File: config.mk
export PLATFORM = sky130hd
export DESIGN_NAME = isp_i2c_slave_port
export DESIGN_NICKNAME = d
export VERILOG_FILES = /design/src/isp_pkg.sv /design/src/isp_i2c_slave_port.sv
export SDC_FILE = /design/constraint.sdc
export NUM_CORES = 1
export LEC_CHECK = 0
export ABC_AREA = 0
export ABC_CLOCK_PERIOD_IN_PS = 4400
export BUFFER_PORTS_ARGS = -buffer_cell sky130_fd_sc_hd__buf_2
export CORE_UTILIZATION = 55
export DETAILED_ROUTE_END_ITERATION = 8
export GPL_TIMING_DRIVEN = 0
export PLACE_DENSITY = 0.76
export SLEW_MARGIN = 5
export SYNTH_ARGS = -nofsm -noshare
export SYNTH_HDL_FRONTEND = slang
export SYNTH_SLANG_ARGS = --single-unit
export TNS_END_PERCENT = 100
File: constraint.sdc
create_clock -name clk_sys -period 4.4 [get_ports clk_sys]
set_input_delay 1.1 -clock clk_sys [delete_from_list [all_inputs] [get_ports clk_sys]]
set_output_delay 1.1 -clock clk_sys [all_outputs]
set_load 0.01 [all_outputs]
File: src/isp_pkg.sv
// Constants, types and register map of the two-wire slave port.
// Assumes one 200 MHz system clock and an 8-bit register port on it.
//
// Notes on behaviour
// RULE_01: SDA falling while SCL is high is a START and opens a message.
// RULE_02: SDA rising while SCL is high is a STOP and ends a message.
// RULE_03: A START before any STOP is a repeated START, handled like a fresh START.
// RULE_04: Transmitters change SDA only while SCL is low, except START and STOP.
// RULE_05: A bit is SDA sampled while SCL is high; the bit ends when SCL falls.
// RULE_06: First byte after a START is a 7-bit address plus direction bit.
// RULE_07: On an address match the slave pulls SDA low during the ninth clock.
// RULE_08: Data bytes follow the address byte, most significant bit first, one or more.
// RULE_09: Direction 0 means master writes to slave; 1 means slave sends to master.
// RULE_10: In a master write the slave acknowledges each received byte low.
// RULE_11: In a master read the master acknowledges until the last byte, then leaves high.
// RULE_12: Lines are open-drain: release for 1, pull low for 0.
// RULE_13: Pins serve the port only while pin select upper nibble holds 1010b.
// RULE_14: The address to match comes from the software-written own address register.
// RULE_15: Writing e0h to control/status sets acknowledge, module and flag enables.
// RULE_16: When enabled, the byte done flag rises after every byte moved.
// RULE_17: Buffer writes are sent on the next transmit byte; received bytes read there.
// RULE_18: The received direction bit sits in control bit 3; 1 selects transmit.
// RULE_19: Direction 0 selects receive and received bytes appear in the buffer.
// RULE_20: While the byte done flag is set SCL is held low; released on clear. Here SCL is held only in the RX and TX states.
// RULE_21: Bus busy is set by a START and cleared by a STOP.
// RULE_22: Address hit is set on a match; cleared by START, STOP or reset.
// RULE_23: Last ninth bit records the ninth bit: 0 acknowledge, 1 no acknowledge.
// RULE_24: Interrupt request needs flag interrupt enable bit 5 and system enable bit 7.
// RULE_25: Acknowledge is driven low only while the acknowledge enable bit is set.

package isp_pkg;

  localparam int unsigned ISP_DATA_W = 8;

  // Register byte offsets
  localparam logic [7:0] ISP_OFF_CTRL   = 8'h00;
  localparam logic [7:0] ISP_OFF_ADDR   = 8'h04;
  localparam logic [7:0] ISP_OFF_DATA   = 8'h08;
  localparam logic [7:0] ISP_OFF_PINSEL = 8'h0c;
  localparam logic [7:0] ISP_OFF_IEN    = 8'h10;

  // Control/status field positions
  localparam int unsigned ISP_CTRL_ACK_ALLOW = 7;
  localparam int unsigned ISP_CTRL_MODULE_ON = 6;
  localparam int unsigned ISP_CTRL_FLAG_IRQ  = 5;
  localparam int unsigned ISP_CTRL_BYTE_DONE = 4;
  localparam int unsigned ISP_CTRL_DIR       = 3;
  localparam int unsigned ISP_CTRL_BUSY      = 2;
  localparam int unsigned ISP_CTRL_HIT       = 1;
  localparam int unsigned ISP_CTRL_LAST9     = 0;
  localparam int unsigned ISP_IEN_SYS        = 7;

  // Reset values and patterns
  localparam logic [7:0] ISP_RST_BYTE       = 8'h00;
  localparam logic [3:0] ISP_PINSEL_PATTERN = 4'ha;
  localparam logic [3:0] ISP_BITS_PER_BYTE  = 4'h8;
  localparam logic [2:0] ISP_LAST_BIT_IDX   = 3'h7;

  typedef enum logic [2:0] {
    ISP_ST_IDLE     = 3'b000,
    ISP_ST_ADDR     = 3'b001,
    ISP_ST_ADDR_ACK = 3'b011,
    ISP_ST_RX       = 3'b010,
    ISP_ST_RX_ACK   = 3'b110,
    ISP_ST_TX       = 3'b111,
    ISP_ST_TX_ACK   = 3'b101,
    ISP_ST_IGNORE   = 3'b100
  } isp_state_t;

  typedef struct packed {
    logic [7:0] addr;
    logic [7:0] wdata;
    logic       wr;
    logic       rd;
  } isp_bus_req_t;

  typedef struct packed {
    logic scl;
    logic sda;
  } isp_pin_in_t;

  typedef struct packed {
    logic sclOut;
    logic sclOe;
    logic sdaOut;
    logic sdaOe;
  } isp_pin_out_t;

endpackage

File: src/isp_i2c_slave_port.sv
// Two-wire slave port: condition detection, address match, byte shifting,
// clock stretching and the software register port.
// Assumes SCL and SDA arrive asynchronously and the bench resolves the open-drain wires.
`timescale 1ns/10ps

module isp_i2c_slave_port (
  // Clock and reset
  input  wire logic                  clk_sys,
  input  wire logic                  resetn,
  // Register port
  input  wire isp_pkg::isp_bus_req_t busReq,
  output logic [7:0]                 busRdata,
  // Two-wire pins
  input  wire isp_pkg::isp_pin_in_t  pinIn,
  output isp_pkg::isp_pin_out_t      pinOut,
  // Interrupt request toward the processor
  output logic                       irqReq
);

  ////////////////////////////////////////////////////////////////////////////
  // Declarations

  isp_pkg::isp_pin_in_t pinSync1;
  isp_pkg::isp_pin_in_t pinSync2;
  isp_pkg::isp_pin_in_t pinPrev;

  isp_pkg::isp_state_t  state;
  logic [3:0]           bitCnt;
  logic [7:0]           rxShift;

  logic                 ackAllow;
  logic                 moduleOn;
  logic                 flagIrqAllow;
  logic                 byteDone;
  logic                 xferDir;
  logic                 busOccupied;
  logic                 ownAddrHit;
  logic                 lastNinth;

  logic [6:0]           ownSlaveAddr;
  logic [7:0]           byteBuffer;
  logic [7:0]           pinSelHigh;
  logic [7:0]           irqEnableLow;

  logic                 portOn;
  logic                 startCond;
  logic                 stopCond;
  logic                 sclRise;
  logic                 sclFall;
  logic                 addrDone;
  logic                 addrMatch;
  logic                 rxDone;
  logic                 ackEnd;
  logic                 ctrlWrite;
  logic                 next_sdaOe;
  logic                 next_sclOe;
  logic [2:0]           txIdx;
  logic [7:0]           ctrlView;

  ////////////////////////////////////////////////////////////////////////////
  // Pin synchronisers and condition detection

  // Two stages before any logic looks at the pins; a third keeps the last level
  always_ff @(posedge clk_sys or negedge resetn) begin
    if (!resetn) begin
      pinSync1 <= '{scl: 1'b1, sda: 1'b1};
      pinSync2 <= '{scl: 1'b1, sda: 1'b1};
      pinPrev  <= '{scl: 1'b1, sda: 1'b1};
    end else begin
      pinSync1 <= pinIn;
      pinSync2 <= pinSync1;
      pinPrev  <= pinSync2;
    end
  end

  // Pins belong to the port only with the right pin function selected
  assign portOn = moduleOn && (pinSelHigh[7:4] == isp_pkg::ISP_PINSEL_PATTERN); // RULE_13

  // A change of SDA with SCL steady high can only be a condition
  assign startCond = portOn && pinPrev.scl && pinSync2.scl
                     && pinPrev.sda && !pinSync2.sda; // RULE_01
  assign stopCond  = portOn && pinPrev.scl && pinSync2.scl
                     && !pinPrev.sda && pinSync2.sda; // RULE_02
  assign sclRise   = portOn && !pinPrev.scl && pinSync2.scl; // RULE_05
  assign sclFall   = portOn && pinPrev.scl && !pinSync2.scl; // RULE_05

  ////////////////////////////////////////////////////////////////////////////
  // Byte events

  // A byte ends on the fall after bit eight
  assign addrDone  = sclFall && (state == isp_pkg::ISP_ST_ADDR)
                     && (bitCnt == isp_pkg::ISP_BITS_PER_BYTE);
  assign addrMatch = (rxShift[7:1] == ownSlaveAddr); // RULE_06 RULE_14
  assign rxDone    = sclFall && (state == isp_pkg::ISP_ST_RX)
                     && (bitCnt == isp_pkg::ISP_BITS_PER_BYTE);
  assign ackEnd    = sclFall && ((state == isp_pkg::ISP_ST_ADDR_ACK)
                     || (state == isp_pkg::ISP_ST_RX_ACK)
                     || (state == isp_pkg::ISP_ST_TX_ACK));

  // Only this write clears byte done
  assign ctrlWrite = busReq.wr && (busReq.addr == isp_pkg::ISP_OFF_CTRL);
  // Counts down: MSB leaves first
  assign txIdx     = isp_pkg::ISP_LAST_BIT_IDX - bitCnt[2:0];

  ////////////////////////////////////////////////////////////////////////////
  // Sequencer

  // Conditions outrank byte progress
  always_ff @(posedge clk_sys or negedge resetn) begin
    if (!resetn) begin
      state   <= isp_pkg::ISP_ST_IDLE;
      bitCnt  <= 4'h0;
      rxShift <= isp_pkg::ISP_RST_BYTE;
    end else if (!portOn) begin
      state  <= isp_pkg::ISP_ST_IDLE;
      bitCnt <= 4'h0;
    end else if (startCond) begin
      // Repeated START needs no special path: it simply restarts the address phase
      state  <= isp_pkg::ISP_ST_ADDR; // RULE_01 RULE_03
      bitCnt <= 4'h0;
    end else if (stopCond) begin
      state  <= isp_pkg::ISP_ST_IDLE; // RULE_02
      bitCnt <= 4'h0;
    end else begin
      case (state)
        isp_pkg::ISP_ST_ADDR, isp_pkg::ISP_ST_RX: begin
          if (sclRise && (bitCnt != isp_pkg::ISP_BITS_PER_BYTE)) begin
            rxShift <= {rxShift[6:0], pinSync2.sda}; // RULE_08
            bitCnt  <= bitCnt + 4'h1;
          end else if (sclFall && (bitCnt == isp_pkg::ISP_BITS_PER_BYTE)) begin
            bitCnt <= 4'h0;
            if (state == isp_pkg::ISP_ST_RX) begin
              state <= isp_pkg::ISP_ST_RX_ACK; // RULE_10
            end else if (addrMatch) begin
              state <= isp_pkg::ISP_ST_ADDR_ACK; // RULE_07
            end else begin
              state <= isp_pkg::ISP_ST_IGNORE;
            end
          end
        end
        isp_pkg::ISP_ST_ADDR_ACK: begin
          if (sclFall) begin
            bitCnt <= 4'h0;
            if (xferDir) begin
              state <= isp_pkg::ISP_ST_TX; // RULE_09 RULE_18
            end else begin
              state <= isp_pkg::ISP_ST_RX; // RULE_09 RULE_19
            end
          end
        end
        isp_pkg::ISP_ST_RX_ACK: begin
          if (sclFall) begin
            state  <= isp_pkg::ISP_ST_RX; // RULE_08
            bitCnt <= 4'h0;
          end
        end
        isp_pkg::ISP_ST_TX: begin
          // Bit index advances on SCL falling so SDA only moves with SCL low
          if (sclFall) begin
            if (bitCnt[2:0] == isp_pkg::ISP_LAST_BIT_IDX) begin
              state  <= isp_pkg::ISP_ST_TX_ACK; // RULE_04
              bitCnt <= 4'h0;
            end else begin
              bitCnt <= bitCnt + 4'h1; // RULE_04
            end
          end
        end
        isp_pkg::ISP_ST_TX_ACK: begin
          if (sclFall) begin
            bitCnt <= 4'h0;
            if (lastNinth) begin
              state <= isp_pkg::ISP_ST_IGNORE; // RULE_11
            end else begin
              state <= isp_pkg::ISP_ST_TX; // RULE_11
            end
          end
        end
        default: begin
          // Wait here for the next START
          bitCnt <= 4'h0;
        end
      endcase
    end
  end

  ////////////////////////////////////////////////////////////////////////////
  // Status bits set by the bus

  // An off port forgets the bus
  always_ff @(posedge clk_sys or negedge resetn) begin
    if (!resetn) begin
      busOccupied <= 1'b0;
    end else if (startCond) begin
      busOccupied <= 1'b1; // RULE_21
    end else if (stopCond || !portOn) begin
      busOccupied <= 1'b0; // RULE_21
    end
  end

  // Latched at the address byte's end
  always_ff @(posedge clk_sys or negedge resetn) begin
    if (!resetn) begin
      ownAddrHit <= 1'b0;
    end else if (startCond || stopCond || !portOn) begin
      ownAddrHit <= 1'b0; // RULE_22
    end else if (addrDone && addrMatch) begin
      ownAddrHit <= 1'b1; // RULE_22
    end
  end

  // Held until the next matching address
  always_ff @(posedge clk_sys or negedge resetn) begin
    if (!resetn) begin
      xferDir <= 1'b0;
    end else if (addrDone && addrMatch) begin
      xferDir <= rxShift[0]; // RULE_18 RULE_19
    end
  end

  // The ninth bit is read back from the wire, so a driven acknowledge shows as 0
  always_ff @(posedge clk_sys or negedge resetn) begin
    if (!resetn) begin
      lastNinth <= 1'b0;
    end else if (sclRise && ((state == isp_pkg::ISP_ST_ADDR_ACK)
                 || (state == isp_pkg::ISP_ST_RX_ACK)
                 || (state == isp_pkg::ISP_ST_TX_ACK))) begin
      lastNinth <= pinSync2.sda; // RULE_23
    end
  end

  // Hardware setting wins over a software clear in the same cycle
  always_ff @(posedge clk_sys or negedge resetn) begin
    if (!resetn) begin
      byteDone <= 1'b0;
    end else if (ackEnd && flagIrqAllow) begin
      byteDone <= 1'b1; // RULE_16
    end else if (ctrlWrite && !busReq.wdata[isp_pkg::ISP_CTRL_BYTE_DONE]) begin
      byteDone <= 1'b0; // RULE_20
    end
  end

  ////////////////////////////////////////////////////////////////////////////
  // Software registers

  // Only the enables are stored
  always_ff @(posedge clk_sys or negedge resetn) begin
    if (!resetn) begin
      ackAllow     <= 1'b0;
      moduleOn     <= 1'b0;
      flagIrqAllow <= 1'b0;
    end else if (ctrlWrite) begin
      ackAllow     <= busReq.wdata[isp_pkg::ISP_CTRL_ACK_ALLOW]; // RULE_15
      moduleOn     <= busReq.wdata[isp_pkg::ISP_CTRL_MODULE_ON]; // RULE_15
      flagIrqAllow <= busReq.wdata[isp_pkg::ISP_CTRL_FLAG_IRQ]; // RULE_15
    end
  end

  // Load before enabling the port
  always_ff @(posedge clk_sys or negedge resetn) begin
    if (!resetn) begin
      ownSlaveAddr <= isp_pkg::ISP_RST_BYTE[6:0];
    end else if (busReq.wr && (busReq.addr == isp_pkg::ISP_OFF_ADDR)) begin
      ownSlaveAddr <= busReq.wdata[6:0]; // RULE_14
    end
  end

  // A received byte overwrites a software write landing in the same cycle
  always_ff @(posedge clk_sys or negedge resetn) begin
    if (!resetn) begin
      byteBuffer <= isp_pkg::ISP_RST_BYTE;
    end else if (rxDone) begin
      byteBuffer <= rxShift; // RULE_17 RULE_19
    end else if (busReq.wr && (busReq.addr == isp_pkg::ISP_OFF_DATA)) begin
      byteBuffer <= busReq.wdata; // RULE_17
    end
  end

  // Only the upper nibble picks the pins
  always_ff @(posedge clk_sys or negedge resetn) begin
    if (!resetn) begin
      pinSelHigh <= isp_pkg::ISP_RST_BYTE;
    end else if (busReq.wr && (busReq.addr == isp_pkg::ISP_OFF_PINSEL)) begin
      pinSelHigh <= busReq.wdata;
    end
  end

  // Only bit 7 is used here
  always_ff @(posedge clk_sys or negedge resetn) begin
    if (!resetn) begin
      irqEnableLow <= isp_pkg::ISP_RST_BYTE;
    end else if (busReq.wr && (busReq.addr == isp_pkg::ISP_OFF_IEN)) begin
      irqEnableLow <= busReq.wdata;
    end
  end

  always_comb begin
    ctrlView                               = isp_pkg::ISP_RST_BYTE;
    ctrlView[isp_pkg::ISP_CTRL_ACK_ALLOW]  = ackAllow;
    ctrlView[isp_pkg::ISP_CTRL_MODULE_ON]  = moduleOn;
    ctrlView[isp_pkg::ISP_CTRL_FLAG_IRQ]   = flagIrqAllow;
    ctrlView[isp_pkg::ISP_CTRL_BYTE_DONE]  = byteDone;
    ctrlView[isp_pkg::ISP_CTRL_DIR]        = xferDir; // RULE_18
    ctrlView[isp_pkg::ISP_CTRL_BUSY]       = busOccupied;
    ctrlView[isp_pkg::ISP_CTRL_HIT]        = ownAddrHit;
    ctrlView[isp_pkg::ISP_CTRL_LAST9]      = lastNinth;
  end

  // Read data stand for exactly one cycle; unmapped offsets read zero
  always_ff @(posedge clk_sys or negedge resetn) begin
    if (!resetn) begin
      busRdata <= isp_pkg::ISP_RST_BYTE;
    end else if (!busReq.rd) begin
      busRdata <= isp_pkg::ISP_RST_BYTE;
    end else if (busReq.addr == isp_pkg::ISP_OFF_CTRL) begin
      busRdata <= ctrlView;
    end else if (busReq.addr == isp_pkg::ISP_OFF_ADDR) begin
      busRdata <= {1'b0, ownSlaveAddr};
    end else if (busReq.addr == isp_pkg::ISP_OFF_DATA) begin
      busRdata <= byteBuffer; // RULE_17
    end else if (busReq.addr == isp_pkg::ISP_OFF_PINSEL) begin
      busRdata <= pinSelHigh;
    end else if (busReq.addr == isp_pkg::ISP_OFF_IEN) begin
      busRdata <= irqEnableLow;
    end else begin
      busRdata <= isp_pkg::ISP_RST_BYTE;
    end
  end

  ////////////////////////////////////////////////////////////////////////////
  // Pin drivers

  always_comb begin
    next_sdaOe = 1'b0;
    case (state)
      isp_pkg::ISP_ST_ADDR_ACK, isp_pkg::ISP_ST_RX_ACK: begin
        next_sdaOe = ackAllow; // RULE_07 RULE_10 RULE_25
      end
      isp_pkg::ISP_ST_TX: begin
        next_sdaOe = !byteBuffer[txIdx]; // RULE_08 RULE_12 RULE_17
      end
      default: begin
        next_sdaOe = 1'b0;
      end
    endcase
  end

  // No stretch once the master has ended a read or the address missed,
  // otherwise the master could never raise SCL for its STOP
  // Not in ADDR: a stale flag must not stretch a START
  assign next_sclOe = byteDone && ((state == isp_pkg::ISP_ST_RX)
                      || (state == isp_pkg::ISP_ST_TX)); // RULE_20

  // Levels stay low; enables move wires
  always_ff @(posedge clk_sys or negedge resetn) begin
    if (!resetn) begin
      pinOut <= '{sclOut: 1'b0, sclOe: 1'b0, sdaOut: 1'b0, sdaOe: 1'b0};
    end else begin
      pinOut.sclOut <= 1'b0; // RULE_12
      pinOut.sdaOut <= 1'b0; // RULE_12
      pinOut.sclOe  <= portOn && next_sclOe; // RULE_20
      pinOut.sdaOe  <= portOn && !startCond && !stopCond && next_sdaOe;
    end
  end

  // Registered: no decode glitch
  always_ff @(posedge clk_sys or negedge resetn) begin
    if (!resetn) begin
      irqReq <= 1'b0;
    end else begin
      irqReq <= byteDone && flagIrqAllow && irqEnableLow[isp_pkg::ISP_IEN_SYS]; // RULE_24
    end
  end

endmodule

-- Word level (Yosys, flattened, before mapping)
Cells that the tools add are included.
- latch bits: 0
- input bits: 22
- RAM bits: 0
- memories: 0
- ROM bits: 0
- bits in registers: 71
- shift-type cells: 0
- reduce and logical (&&, ||, !) cells: 59
- bitwise gates (word level): 2
- multiply operators: 0
- divide/modulo/power cells: 0
- eq/ne operators: 25
- order comparisons: 1
- muxes and demuxes: 41
- add/sub/neg operators: 2
- operators with widths (cell ; number):
    8-bit two-way mux ; 8
    3-bit two-way mux ; 13
    5-bit != test (second input constant) ; 7
    1-bit logical AND ; 33
    4-bit two-way mux ; 8
    8-bit by 4-bit equality test with 1-bit output (second input constant) ; 2
    3-bit case mux with 5 select lines ; 1
    3-bit equality test (second input constant) ; 4
    4-bit case mux with 3 select lines ; 1
    1-bit logical NOT ; 9
    4-bit equality test (second input constant) ; 2
    8-bit by 3-bit equality test with 1-bit output (second input constant) ; 1
    8-bit by 5-bit equality test with 1-bit output (second input constant) ; 1
    8-bit logical NOT ; 1
    8-bit by 1-bit != test with 1-bit output (second input constant) ; 1
    8-bit AND reduction ; 1
    2-bit nonzero test ; 4
    7-bit equality test ; 1
    1-bit two-way mux ; 7
    3-bit by 2-bit equality test with 1-bit output (second input constant) ; 2
    1-bit logical OR ; 6
    6-bit != test (second input constant) ; 1
    5-bit by 2-bit != test with 1-bit output (second input constant) ; 1
    5-bit AND reduction ; 1
    12 further kinds ; 14

-- Logic depth before layout (Yosys ltp)
Gate-level depths: netlist (run 1).
- word-level depth: 11
- mapped depth: 8
- mapped depth without buffers: 7

-- Worst setup path before layout (run 1)
OpenSTA, ideal clock, no wires.
- kind: input to register
- from: in busReq[10] (netlist bit)
- to: reg ownSlaveAddr[0]
- setup time: 125 ps
- path slack: 1861 ps
- arrival: 2414 ps
- buffers on the path: 1
- stages on the path: 5
- cell sequence: or4_4 -> nor2_4 -> and4b_1 -> buf_4 -> mux2_2
- cells in the longest elaborated chain, start to end: 2
- ends and longest elaborated chain (what ; line ; source):
    start, declared ; isp_i2c_slave_port.sv:11 ; input wire isp_pkg::isp_bus_req_t busReq,
    8-bit by 3-bit equality test with 1-bit output ; isp_i2c_slave_port.sv:262 ; end else if (busReq.wr && (busReq.addr == isp_pkg::ISP_OFF_ADDR)) begin
    1-bit logical AND ; isp_i2c_slave_port.sv:262 ;
    end signal, assigned ; isp_i2c_slave_port.sv:261 ; ownSlaveAddr <= isp_pkg::ISP_RST_BYTE[6:0];
    end signal, assigned ; isp_i2c_slave_port.sv:263 ; ownSlaveAddr <= busReq.wdata[6:0];
    end, declared ; isp_i2c_slave_port.sv:40 ; logic [6:0] ownSlaveAddr;
Every way passes these cells.
A chain may end at the register's enable or synchronous reset.

-- Worst setup path in the final report (run 1)
- from: in busReq[10] (netlist bit)
- to: reg ownSlaveAddr[2]
Same word-level chain as after synthesis.

==> parameters.txt, run 1 <==
Parameter                              Value

Global routing
  Number of antenna violations at the first check in global routing    0
  Pin count of the biggest net entering global routing    39
  Via count of the first global-routing pass    roughly 2700
  Aggregate global routing overflow    0
  GRT Util Overall    0.2488
  First-pass GRT wire length    13.25 mm

Synth
  Yosys warning count    0
  Syn Area/Cell    11.38 sq um
  Number of enable-type register cells in the synthesized netlist    0
  Most used DFF post-synth    dfrtp_1
  Seq/Total Area, Yosys    0.4960
  Number of instances in the synthesized netlist    316
  Most instantiated library cell after synthesis    dfrtp_1
  Total of flip-flops plus latches after synthesis    71
  Synth Area in Adders    0.01043
  Leading area contributor after synthesis    dfrtp_1
  Simple-Gate Fraction of Synth Area    0.1513
  Cell area after synthesis    approximately 3600 sq um
  Leading cell types by total area after synthesis    dfrtp_1, mux2_2, mux2i_1
  Fraction of synthesis flops using an asynchronous set or reset pin    1.000
  Main combinational cell family by area after synthesis    multiplexers
  Synth cell types    55
  Commonest cells post-synth    dfrtp_1, mux2_2, nor2_1
  Mux share of post-synthesis cell area    0.1788
  Share of the synthesized area in compound gates (AO/OA/AOI/OAI)    0.1123
  Share of the synthesized netlist area taken by xor and xnor gates    0.02191
  Portion of synthesized cell area occupied by the leading cell type    0.4522

Clock network
  CTS Root Buffer Type    clkbuf_8
  Total clock buffers created by CTS    9
  Clock latency on the worst-skew pair    between 300 and 400 ps
  Maximum level of the CTS H-tree    3
  Setup fix buffers added after clock tree synthesis    0
  CTS hold repair buffers    0
  Clock tree from TritonCTS    built
  Clock Sink Count    71
  Register clock-pin slew on the reported worst setup and hold paths    70 ps
  CTS Buffer Depth    2
  Gates resized, CTS repair    0

Timing
  Largest clock skew in the final design    around 6.7 ps
  Max frequency    0.4176 GHz
  Setup repair after global routing missed its margin    no
  Worst slew margin relative to its limit    0.3741
  Count of endpoints failing hold in the final timing report    0
  Ratio of final minimum period to clock period    0.5443
  Slew of the pin with the lowest slew margin    915.2 ps
  Minimum period implied by the final worst setup slack    roughly 2400 ps
  Setup violators final    0
  Number of pins with negative max-slew slack in the final report    0
  Setup tns final    0 ps

Worst setup path
  Largest fanout of any net on the critical path    7
  Worst setup EP type    flop
  Critical Path RT    about 4600 ps
  Cell at the slowest stage of the critical path    or4_4
  Worst setup path startpoint    busReq[10]
  Kind of critical path    in -> reg
  Crit path largest cell delay    approximately 540 ps
  Critical Path Source Type    input port
  Data arrival time of the critical path    2630 ps
  FF-to-FF Start    bitCnt[0]
  Cells traversed along the worst timing path    buf_2 -> or4_4 -> nor2_4 -> and4b_1 -> buf_4 -> mux2_2

Placement
  Placed wire-length estimate    just under 6 mm
  Weighted congestion reported at the end of routability-driven placement    ~0.85
  Post-Place Cell Area    between 3000 and 4000 sq um
  Quantity of I/O buffers inserted on ports    32

Min path
  Tightest Hold Check Type    reg -> reg
  Worst Hold Launch    pinSync1[1]

Cells and area
  Number of nets in the finished design    approximately 390
  Final non-filler cell area    4048 sq um
  Area added between synthesis and finish    12.52%
  Fraction of final layout cells with drive strength greater than 1    0.3033
  Antenna fix cells    0

Floorplanning
  Y dimension of the die    just over 80 um
  Starting Density    0.5698
  Num ports    35
  Die X    between 80 and 90 um
  Area enclosed by the die boundary    around 6900 sq um
  Core area    ~6300 sq um
  Std cell rows    29

Detailed routing
  Routed wire length    slightly below 8 mm
  Via count    about 2700
  Detailed-route vias per instance    approximately 6.0
  Number of remaining DRC errors    0
  Router iterations before antenna repair    4
  WL per Instance    around 18 um
  Count of routing violations after the opening detailed-route iteration    240
  Post-DRT Antenna Nets    0

Pwr
  Power density normalized to cell area    between 300 and 400 nW/um^2
  Peak supply drop    about 0.22 mV
  Leakage    around 1.9 nW

Status
  Run status    complete, no violations

Job
  Max-cap violation count    0
[routing by layer]
layer  part of all wire  GRT usage  vias up
met2               0.48     0.3785       79
met1               0.45     0.3487     1323
li1                   -          -     1245
met4              0.011     0.1066        0
met3              0.061    0.04970        9
met5                  0          0        -
[where the power goes]
group / switching [mW] / internal [mW] / leakage [nW] / total, mW
Combinational: 0.0516 / 0.0415 / 0.934 / 0.0932
Clock: 0.242 / 0.220 / 0.0874 / 0.462
Sequential: 0.0146 / 0.672 / 0.927 / 0.687
Total: 0.308 / 0.934 / 1.95 / 1.24
[worst max-delay path, delay by kind of cell]
family                 cells  cell delay (ps)
buffers and inverters      2              270
AND/OR/NAND/NOR            3              910
multiplexers               1              350
[layout by cell type, fill, tap and decap left out, types with 3 or more instances in the layout]
cell type	instances
mux2_2	38
nand4_1	3
nand3_1	3
clkbuf_8	10
nand2b_1	12
xnor2_1	7
ha_1	3
o211ai_1	5
and2_1	9
dfrtp_1	65
o21ai_0	10
a22oi_1	8
buf_4	4
clkbuf_1	6
nand4b_1	4
a21oi_1	14
nor3_1	5
a21o_1	3
dfstp_2	6
buf_2	37
nor2_1	20
inv_1	7
nor2b_1	3
mux2i_1	17
nand2_1	17
o22ai_1	7
[logic make-up (layout without fill, tap and decap cells)]
kind of cell	Yosys count	count (layout)
XOR/XNOR	9	9
AO/OA/AOI/OAI	61	61
adder cells (fa/ha/maj)	3	3
flip-flops	71	71
multiplexers	57	57
AND/OR/NAND/NOR	94	94
buffers and inverters	20	69
other	1	2
[area by class of cell]
| class | instances | area, sq um |
|---|---|---|
| fill | 535 | 2266 |
| sequential | 71 | 1784 |
| multi-input combinational | 226 | 1715 |
| timing repair buffer | 33 | 182.7 |
| clock buffer | 13 | 148.9 |
| tap | 77 | 96.34 |
| buffer | 13 | 75.07 |
| inverter | 7 | 26.28 |
| clock inverter | 3 | 18.77 |
[flip-flops by register name, summed over array words and instances, names as in the netlist, 2 cells and up]
name / cells
pinSelHigh: 8
pinOut: 2
pinSync2: 2
rxShift: 8
pinPrev: 2
state: 3
busRdata: 8
pinSync1: 2
irqEnableLow: 8
ownSlaveAddr: 7
bitCnt: 4
byteBuffer: 8
[final timing paths]
path | endpoint | slack, ps | depth (start not counted)
worst min-delay path | pinSync2[1] | 360 | 0
max in group asynchronous | pinSelHigh[3] | 3170 | 2
worst max register to register | bitCnt[1] | 2070 | 6
worst max-delay path | ownSlaveAddr[2] | 2010 | 6
min in group asynchronous | state[2] | 690 | 1
worst min register to register | pinSync2[1] | 360 | 0
[per-stage QoR]
stage	cells	power [mW]	hold WS (ps)	util	setup slack [ps]
2_1_floorplan	317	0.7462	345.2	-	1861
3_3_place_gp	426	0.7870	345.6	0.6110	1667
3_5_place_dp	427	0.7925	346.8	0.6145	1655
4_1_cts	443	1.251	357.2	0.6411	2016
5_1_grt	443	1.290	364.6	0.6411	1957
6_report	443	1.242	356.3	0.6411	2005
(Power assumes the default switching activity.)
==> run 2, diff against run 1 <==
- ABC_CLOCK_PERIOD_IN_PS: 4400 -> 2250
- clock period: 4.4 -> 2.25 ns (I/O delays scaled with it)
==> run 2 against run 1 <==
- global-route usage about the same
- largest cell class unchanged
- register-to-register slack got worse by 1900 ps
- combinational power increased by 95%
- worst setup slack got worse by 1800 ps
- flip-flop and latch count unchanged
- hold slack got worse by 210 ps
- via count decreased by 1.3%
- routed wire length decreased by 0.72%
- final cell count unchanged
==> parameters.txt, run 2 (synthesis results as in run 1) <==
Parameter                              Value

Global routing
  Aggregate global routing overflow    0 (unchanged)
  Pin count of the biggest net entering global routing    39 (unchanged)
  GRT Util Overall    0.2492 (+0.0004334)
  First-pass GRT wire length    13.28 mm (+0.21%)
  Via count of the first global-routing pass    2669 (+0.15%)
  Number of antenna violations at the first check in global routing    0 (unchanged)

Detailed routing
  Count of routing violations after the opening detailed-route iteration    238 (-0.83%)
  Detailed-route vias per instance    5.916 (-1.3%)
  Router iterations before antenna repair    4 (unchanged)
  Number of remaining DRC errors    0 (unchanged)
  Routed wire length    7.895 mm (-0.72%)
  Post-DRT Antenna Nets    0 (unchanged)
  WL per Instance    17.82 um (-0.72%)
  Via count    2621 (-1.3%)

Worst setup path
  Crit path largest cell delay    520 ps (-20 ps)
  Worst setup EP type    flop
  Kind of critical path    reg -> reg
  Depth of the worst register-to-register path    6 (unchanged)
  FF-to-FF Start    bitCnt[0]
  Largest fanout of any net on the critical path    9 (+2)
  Data arrival time of the critical path    2290 ps (-340 ps)
  Critical Path Source Type    flop
  Cells traversed along the worst timing path    inv_1 -> ha_1 -> nand3b_1 -> nand4b_1 -> nor2_2 -> mux2_2
  Slack of the worst reg-to-reg path    190 ps (-1880 ps)
  Worst flop-to-flop path endpoint    rxShift[7]
  Cell at the slowest stage of the critical path    dfrtp_1
  Critical Path RT    2490 ps (-2140 ps)

Clock network
  CTS Buffer Depth    2 (unchanged)
  Clock latency on the worst-skew pair    350 ps (about the same)
  Maximum level of the CTS H-tree    3 (unchanged)
  Clock Sink Count    71 (unchanged)
  Total clock buffers created by CTS    9 (unchanged)
  CTS Root Buffer Type    clkbuf_8
  Register clock-pin slew on the reported worst setup and hold paths    70 ps (about the same)
  Clock tree from TritonCTS    built

Timing
  Largest clock skew in the final design    6.147 ps (-0.5555 ps)
  Count of endpoints failing hold in the final timing report    0 (unchanged)
  Setup tns final    0 ps (unchanged)
  Setup repair after global routing missed its margin    no
  Number of pins with negative max-slew slack in the final report    0 (unchanged)
  Ratio of final minimum period to clock period    0.9144
  Minimum period implied by the final worst setup slack    2057 ps
  Slew of the pin with the lowest slew margin    668.0 ps (-247.1 ps)
  Worst slew margin relative to its limit    0.5527 (+0.1786)
  Setup violators final    0 (unchanged)
  Max frequency    approximately 0.5 GHz

Placement
  Weighted congestion reported at the end of routability-driven placement    0.8537 (unchanged)
  Quantity of I/O buffers inserted on ports    32 (unchanged)
  Placed wire-length estimate    5.878 mm (unchanged)

Pwr
  Power density normalized to cell area    596.7 nW/um^2 (+94%)
  Sequential fraction of design power    0.554 (about the same)
  Internal Dissipation    1.826 mW (+96%)
  Proportion of total power due to net switching    0.2462 (-0.001760)
  Relative contribution of the clock network to total power    0.370 (-0.002)
  Peak supply drop    0.4224 mV (+96%)
  Logic gate share of total power    0.075 (about the same)
  Final Power    2.423 mW (+95%)
  P_sw    0.5964 mW (+94%)
  Leakage    1.951 nW (+0.14%)

Job
  Max-cap violation count    0 (unchanged)

Cells and area
  Area added between synthesis and finish    12.87%
  Most common library cell in the layout ignoring fill and taps    dfrtp_1
  Finished Core Util    0.6431 (+0.001982)
  Commonest cells after routing, fill and taps aside    dfrtp_1, mux2_2, buf_2
  Number of nets in the finished design    386 (unchanged)
  Fraction of final layout cells with drive strength greater than 1    0.3115 (+0.008197)
  Antenna fix cells    0 (unchanged)

Min path
  Tightest Hold Check Type    in -> async

Floorplanning
  Core area    6314 sq um (unchanged)
  Std cell rows    29 (unchanged)
  Die X    82.87 um (unchanged)
  Y dimension of the die    82.87 um (unchanged)
  Starting Density    0.5698 (unchanged)
  Num ports    35 (unchanged)
  Area enclosed by the die boundary    6867 sq um (unchanged)

Status
  Run status    complete, no violations
==> run 2: worst max-delay path, delay by kind of cell (launching register included) <==
family	cells	cell delay, ps
simple gates	3	730
mux	1	400
fa+ha+maj	1	220
buf+inv	1	80
flops	1	520
==> run 2: worst max path at each step <==
stage | start | end | cells after the start | slack (ps)
finish | bitCnt[0] | rxShift[7] | 6 | 190
global route | bitCnt[0] | bitCnt[2] | 7 | 50
CTS | bitCnt[0] | byteBuffer[6] | 8 | 50
detailed placement | bitCnt[0] | bitCnt[1] | 6 | 2
global placement | busReq[10] | ownSlaveAddr[0] | 6 | 50
floorplan | busReq[10] | ownSlaveAddr[0] | 5 | 250
==> run 2: cell type report <==
cell class,count,area (sq um)
inverters,7,26.28
fillers,534,2253
flip-flops and latches,71,1784
multi-input cells,226,1727
well taps,77,96.34
repair buffers,33,182.7
clock inverters,3,18.77
plain buffers,13,76.32
clock buffers,13,148.9
==> run 2: power groups by stage <==
stage / clock network (mW) / logic, mW / registers [mW]
floorplan: 0 / 0.102 / 1.36
global placement: 0 / 0.174 / 1.37
detailed placement: 0 / 0.183 / 1.37
CTS: 0.920 / 0.183 / 1.34
global route: 0.974 / 0.202 / 1.35
finish: 0.898 / 0.182 / 1.34
==> run 2: what timing repair did <==
item	in CTS	in global routing
endpoints found under the setup margin	1	9
buffers inserted	0	0
resized for setup	1	4
pin swaps	0	0
gates cloned	0	0
hold buffers	0	0
==> run 2: metrics by stage <==
| step | instance area [sq um] | setup WS [ps] | hold WS [ps] | instances |
|---|---|---|---|---|
| after detailed placement | 3880 | 2.005 | 346.8 | 427 |
| after CTS | 4049 | 45.67 | 163.7 | 443 |
| after global routing | 4060 | 50.90 | 176.3 | 443 |
| after global placement | 3857 | 54.33 | 345.6 | 426 |
| final | 4060 | 192.7 | 151.2 | 443 |
| after floorplan | 3601 | 248.3 | 266.9 | 317 |
==> run 2: per-layer routing <==
metal,up-vias,global-route usage,share of wire
met1,1286,0.3487,0.45
li1,1243,-,-
met4,0,0.1066,0.014
met3,10,0.04970,0.053
met2,82,0.3800,0.48
met5,-,0,0
